===== src/rtl/octal_switch_params.svh =====
// Function
// - Logic resets whenever logic supply or battery supply is applied.
// - Each frame swaps 16-bit command for 16-bit status, MSB first.
// - Command bits 0..7 switch channels 1..8; 1 on, 0 off.
// - Command bits 8..15 enable open-load current of channels 1..8.
// - Shifted command reaches outputs only at chip select rising edge.
// - With select low, data passes through the shift register for chaining.
// - Status bits 8..15 always read zero.
// - Status bits 0..7 report channel faults captured before the frame.
// - Overtemperature on a channel reports a one.
// - Short to supply or overcurrent reports a one.
// - Open load while commanded on is not reported.
// - Open load while off reports only with detection current enabled.
// - Sample data on clock falling edge, change output after rising edge.
// - Select high ignores clock and data; output not driven.
// - Only frames of 16 plus multiples of 8 pulses are acted on.
// - Direct inputs for channels 5 and 6 OR with their command bits.
`ifndef OCTAL_SWITCH_PARAMS_SVH
`define OCTAL_SWITCH_PARAMS_SVH
`define WORD_W        16
`define CHAN_N        8
`define OUT_LSB       0
`define DET_LSB       8
`define CMD_RESET     16'h0000
`define STATUS_HI     8'h00
`define PULSE_W       5
`define PULSE_ZERO    5'h00
`define PULSE_STEP    5'h01
`define MIN_PULSES    5'h10
`define CNT_MASK      5'h07
`define CH5_BIT       4
`define CH6_BIT       5
`endif


===== src/rtl/octal_switch_pkg.sv =====
`include "octal_switch_params.svh"
package octal_switch_pkg;
    typedef struct packed {
        logic [`CHAN_N-1:0] det_en;
        logic [`CHAN_N-1:0] out_on;
    } cmd_word_s;
    typedef struct packed {
        logic [`CHAN_N-1:0] over_temp;
        logic [`CHAN_N-1:0] over_current;
        logic [`CHAN_N-1:0] open_load;
    } fault_in_s;
endpackage : octal_switch_pkg


===== src/rtl/octal_switch_spi_control.sv =====
`timescale 1ns/100ps
`include "octal_switch_params.svh"
module octal_switch_spi_control
    import octal_switch_pkg::*;
(
    input  wire logic              i_ref_clk,
    input  wire logic              i_rst,
    input  wire logic              i_logic_supply_por,
    input  wire logic              i_battery_supply_por,
    input  wire logic              i_cs_n,
    input  wire logic              i_sclk,
    input  wire logic              i_sdi,
    output logic                   o_sdo,
    output logic                   o_sdo_oe_n,
    input  wire logic              i_direct_input_ch5,
    input  wire logic              i_direct_input_ch6,
    input  wire fault_in_s         i_fault,
    output logic [`CHAN_N-1:0]     o_drain_outputs,
    output logic [`CHAN_N-1:0]     o_det_current_en
);
    // ==========================================
    // Synchronisers
    logic [1:0] cs_q;
    logic [1:0] sclk_q;
    logic [1:0] sdi_q;
    logic [1:0] ch5_q;
    logic [1:0] ch6_q;
    logic [1:0] vdd_q;
    logic [1:0] battery_supply_q;

    always_ff @(posedge i_ref_clk) begin
        cs_q <= {cs_q[0], i_cs_n};
    end

    always_ff @(posedge i_ref_clk) begin
        sclk_q <= {sclk_q[0], i_sclk};
    end

    always_ff @(posedge i_ref_clk) begin
        sdi_q <= {sdi_q[0], i_sdi};
    end

    always_ff @(posedge i_ref_clk) begin
        ch5_q <= {ch5_q[0], i_direct_input_ch5};
    end

    always_ff @(posedge i_ref_clk) begin
        ch6_q <= {ch6_q[0], i_direct_input_ch6};
    end

    always_ff @(posedge i_ref_clk) begin
        vdd_q <= {vdd_q[0], i_logic_supply_por};
    end

    always_ff @(posedge i_ref_clk) begin
        battery_supply_q <= {battery_supply_q[0], i_battery_supply_por};
    end

    // ==========================================
    // Power-on reset
    logic por;

    assign por = i_rst | vdd_q[1] | battery_supply_q[1];

    // ==========================================
    // Edge detection
    logic cs_d;
    logic sclk_d;
    logic active;
    logic sclk_fall;
    logic sclk_rise;
    logic cs_fall;
    logic cs_rise;

    always_ff @(posedge i_ref_clk) begin
        cs_d <= cs_q[1];
    end

    always_ff @(posedge i_ref_clk) begin
        sclk_d <= sclk_q[1];
    end

    assign active    = ~cs_q[1];
    assign sclk_fall = active & sclk_d & ~sclk_q[1];
    assign sclk_rise = active & ~sclk_d & sclk_q[1];
    assign cs_fall   = cs_d & ~cs_q[1];
    assign cs_rise   = ~cs_d & cs_q[1];

    // ==========================================
    // Fault status
    cmd_word_s                 cmd;
    fault_in_s                 fault_q1;
    fault_in_s                 fault_q2;
    wire logic [`CHAN_N-1:0]   eff_on;
    wire logic [`CHAN_N-1:0]   fault_now;
    logic [`WORD_W-1:0]        status_word;

    always_ff @(posedge i_ref_clk) begin
        fault_q1 <= i_fault;
    end

    always_ff @(posedge i_ref_clk) begin
        fault_q2 <= fault_q1;
    end

    genvar g;
    generate
        for (g = 0; g < `CHAN_N; g++) begin : g_on
            if (g == `CH5_BIT) begin : g_ch5
                assign eff_on[g] = cmd.out_on[g] | ch5_q[1];
            end else if (g == `CH6_BIT) begin : g_ch6
                assign eff_on[g] = cmd.out_on[g] | ch6_q[1];
            end else begin : g_cmd
                assign eff_on[g] = cmd.out_on[g];
            end
        end
    endgenerate

    generate
        for (g = 0; g < `CHAN_N; g++) begin : g_fault
            wire logic open_load_hit;
            assign open_load_hit = fault_q2.open_load[g]
                & ~eff_on[g] & cmd.det_en[g];
            assign fault_now[g] = fault_q2.over_temp[g]
                | fault_q2.over_current[g]
                | open_load_hit;
        end
    endgenerate

    assign status_word = {`STATUS_HI, fault_now};

    // ==========================================
    // Shift register and pulse count
    logic [`WORD_W-1:0]  shreg;
    logic [`PULSE_W-1:0] pulses;
    logic                over16;
    logic                frame_ok;

    always_ff @(posedge i_ref_clk) begin
        if (por) begin
            shreg <= '0;
        end else if (cs_fall) begin
            shreg <= status_word;
        end else if (sclk_fall) begin
            shreg <= {shreg[`WORD_W-2:0], sdi_q[1]};
        end
    end

    // ==========================================
    // Frame length check
    always_ff @(posedge i_ref_clk) begin
        if (por || cs_fall) begin
            pulses <= `PULSE_ZERO;
        end else if (sclk_fall) begin
            if (pulses == `MIN_PULSES - `PULSE_STEP) begin
                pulses <= `PULSE_ZERO;
            end else if (over16 && pulses == `CNT_MASK) begin
                pulses <= `PULSE_ZERO;
            end else begin
                pulses <= pulses + `PULSE_STEP;
            end
        end
    end

    always_ff @(posedge i_ref_clk) begin
        if (por || cs_fall) begin
            over16 <= 1'b0;
        end else if (sclk_fall && pulses == `MIN_PULSES - `PULSE_STEP) begin
            over16 <= 1'b1;
        end
    end

    assign frame_ok = over16 && (pulses == `PULSE_ZERO);

    // ==========================================
    // Serial output
    always_ff @(posedge i_ref_clk) begin
        if (por) begin
            o_sdo <= 1'b0;
        end else if (cs_fall) begin
            o_sdo <= status_word[`WORD_W-1];
        end else if (sclk_rise) begin
            o_sdo <= shreg[`WORD_W-1];
        end
    end

    // ==========================================
    // Output enable
    always_ff @(posedge i_ref_clk) begin
        if (por) begin
            o_sdo_oe_n <= 1'b1;
        end else begin
            o_sdo_oe_n <= cs_q[1];
        end
    end

    // ==========================================
    // Command register
    always_ff @(posedge i_ref_clk) begin
        if (por) begin
            cmd <= `CMD_RESET;
        end else if (cs_rise && frame_ok) begin
            cmd <= shreg;
        end
    end

    // ==========================================
    // Outputs
    assign o_drain_outputs  = eff_on;
    assign o_det_current_en = cmd.det_en;

endmodule : octal_switch_spi_control


===== config.mk =====
export PLATFORM = sky130hd
export DESIGN_NAME = octal_switch_spi_control
export DESIGN_NICKNAME = d
export VERILOG_FILES = /design/src/rtl/octal_switch_pkg.sv /design/src/rtl/octal_switch_spi_control.sv
export VERILOG_INCLUDE_DIRS = /design/src /design/src/rtl
export SDC_FILE = /design/constraint.sdc
export NUM_CORES = 1
export LEC_CHECK = 0
export BUFFER_PORTS_ARGS = -buffer_cell sky130_fd_sc_hd__buf_2
export CAP_MARGIN = 25
export CORE_ASPECT_RATIO = 0.75
export CORE_MARGIN = 5
export CORE_UTILIZATION = 50
export DETAILED_ROUTE_END_ITERATION = 6
export PLACE_DENSITY = 0.75
export RECOVER_POWER = 25
export SLEW_MARGIN = 20
export SYNTH_ARGS = -nofsm -noshare
export SYNTH_HDL_FRONTEND = slang
export SYNTH_SLANG_ARGS = --single-unit

===== constraint.sdc =====
create_clock -name i_ref_clk -period 3.2 [get_ports i_ref_clk]
set_input_delay 0.64 -clock i_ref_clk [delete_from_list [all_inputs] [get_ports i_ref_clk]]
set_output_delay 0.64 -clock i_ref_clk [all_outputs]
set_load 0.02 [all_outputs]

==> results.md <==
- Synth cell count leaders: dfxtp_1, nor2_1, nand2_1
- Peak supply drop: 324 uV
- Critical setup path kind: reg2reg
- Final Cell Area: 3490 sq um
- Multiplexer share of the synthesized area: 0.0548
- Synth top area cells: dfxtp_1, mux2i_1, buf_4
- Clock Skews: 6.87 ps
- Syn_area_per_cell: 11.4 sq um
- Clock transition at path regs: 100 ps
- CTS tree: built
- Critical path endpoint category: register
- Filler cell count in the final layout: 507
- Sequential Power Share: 0.620
- Worst skew pair latency: 360 ps
- Post_cts resized: 0
- Clock share of power: 0.356
- Antenna fix cells: 0
- Final net count: 346
- Number of remaining DRC errors: 0
- Vias per inst: 4.88
- Status: finished clean
- Fin Setup TNS: 0 ps
- Switching share of power: 0.228
- Synth top area share: 0.670
- Min-delay worst type: reg2reg
- Initial Util: 0.525
- Inserted Clock Buffers: 9
- Worst slew margin: 0.470
- Psw: 0.497 mW
- Largest area contributor in the netlist: dfxtp_1
- Final worst slack: 1400 ps
- Core Area: 5920 sq um
- Placed cells: 377
- Drt first-iter violations: 76
- Pins Over Slew Limit: 0
- # H-tree levels: 3
- Cell Area, Synth: 3110 sq um
- Fraction of layout cells with a size suffix above 1: 0.225
- Most common cell in the synthesized netlist: dfxtp_1
- Fmax: 556 MHz
- P_int: 1.69 mW
- Type of origin of the critical path: register
- Critical Path RT: 3480 ps
- Initial antenna violation count: 0
- Min-delay src: fault_q1[16]
- Unrepaired setup endpoints after global routing: no
- Die height: 78.3 microns
- Placed standard-cell area: 3300 sq um
- Fin cells: 393
- PortBufs: 50
- Synth Area in Simple Gates: 0.150
- Die X: 101 microns
- Synth Area in Compound Gates: 0.0560
- First-pass GRT wire length: 8.96 mm
- XOR/XNOR share of the synthesized area: 0
- Tightest Pin Transition: 792 ps
- Dpl hpwl: 3.74 mm
- Gate power share: 0.024
- GPL Wtd Cong: 0.734
- CP max FO: 5
- Area grow syn2layout: 12.4%
- Via count: 1,919
- Number of flops mapped to enable cells by yosys: 0
- Share of the yosys chip area belonging to registers: 0.670
- Cell Pwr Density: 626 nW/um^2
- CTS Buffer Depth: 2
- Max-Cap Viols: 0
- Post-route ant nets: 0
- Clk root buf: clkbuf_8
- Post-synthesis cell type count: 31
- Vias in the first global route: 1,872
- GRT overflow: 0
- Final setup fails: 0
- Pwr Total: 2.18 mW
- Post-Synth Adder-Cell Area: 0.0121
- Worst Setup SP: pulses[0]
- Critical path arrival: 2080 ps
- Period utilization: 0.562
- Io pins: 51
- Worst r2r src: pulses[0]
- Ys flop type: dfxtp_1
- Largest family of logic cells by synthesized area: simple AND/OR/NAND/NOR gates
- Post-CTS Hold Buffers: 0
- Fin. Hold Viols: 0
- Ys Warns: 0
- Avg WL per Cell: 13.7 microns
- Leakage: 1.51 nW
- Fraction of registers with async set or reset after synthesis: 0
- Syn Inst Count: 273
- Pre-CTS setup slack: 1290 ps
- Tot GR Track Use: 0.146
- Die Area: 7900 sq um
- Post-CTS setup buffer count: 0
- Yosys reg bits: 104
- Largest net degree at the start of global routing: 24
- Routed WL: 5.37 mm
- Row cnt: 24
- First-pass DRT Iterations: 5
- Total clock sinks: 104
- Minimum clock period: 1800 ps
- Syn Nets: 309
-- flip-flops by register name, summed over array words and instances, names as in the netlist --
| register | flops |
|---|---|
| fault_q1 | 24 |
| fault_q2 | 24 |
| shreg | 16 |
| o_det_current_en | 8 |
| o_drain_outputs | 6 |
| pulses | 5 |
| battery_supply_q | 2 |
| ch5_q | 2 |
| ch6_q | 2 |
| cmd | 2 |
| cs_q | 2 |
| sclk_q | 2 |
| sdi_q | 2 |
| vdd_q | 2 |
| cs_d | 1 |
| o_sdo | 1 |
| o_sdo_oe_n | 1 |
| over16 | 1 |
| sclk_d | 1 |
-- cell families (layout without fill, tap and decap cells) --
kind of cell               count (synthesis)  after routing
adders and majority gates                  3              3
muxes                                     17             17
buffers and inverters                     29             71
and+or+nand+nor                           90             90
AOI/OAI and AO/OA                         30             30
DFF                                      104            104
-- layout make-up --
cell class | count | area [sq um] | share of cell area
tap | 78 | 97.6 | 0.0280
sequential | 104 | 2080 | 0.596
clock buffer | 10 | 138 | 0.0394
multi-input combinational | 140 | 847 | 0.243
clock inverter | 6 | 57.6 | 0.0165
inverter | 5 | 18.8 | 0.00538
timing repair buffer | 50 | 250 | 0.0717
-- metrics by stage --
step | hold slack, ps | util
CTS | 335 | 0.590
floorplan | 310 | -
finish | 334 | 0.590
global placement | 311 | 0.557
global route | 340 | 0.590
detailed placement | 312 | 0.557
-- cells in the final DEF (no fill, tap or decap), types with 6 or more instances in the layout --
master    count
nor4_1        8
nor2_1       27
buf_2        50
clkbuf_8     10
a21oi_1      15
nand2_1      23
mux2i_1      17
nor3_1        6
dfxtp_1     104
-- per-layer routing --
| metal | track usage | wire length, microns |
|---|---|---|
| met1 | 0.186 | 2550 |
| met5 | 0 | 0 |
| met2 | 0.223 | 2410 |
| met4 | 0.0531 | 48 |
| met3 | 0.0629 | 362 |
-- worst paths after layout --
kind,to,slack (ps),cells after the start
setup / recovery,pulses[1],1400,6
hold / removal,fault_q2[16],330,0
setup reg to reg,pulses[1],1400,6
hold reg to reg,fault_q2[16],330,0
-- power by group through the flow --
| stage | Sequential [mW] | Combinational (mW) | Clock (mW) |
|---|---|---|---|
| after floorplan | 1.38 | 0.0317 | 0 |
| after global placement | 1.38 | 0.0515 | 0 |
| after detailed placement | 1.39 | 0.0525 | 0 |
| after CTS | 1.36 | 0.0529 | 0.795 |
| after global routing | 1.36 | 0.0586 | 0.846 |
| final | 1.36 | 0.0526 | 0.777 |
-- worst max-delay path, stage by stage (launching register included) --
cell and delay (ps):
dfxtp_1 360, ha_1 250, and3_1 200, ha_1 210, a31oi_1 390, nand3_1 130
a21oi_1 180
Note: power is estimated with default switching activity, not from simulation.
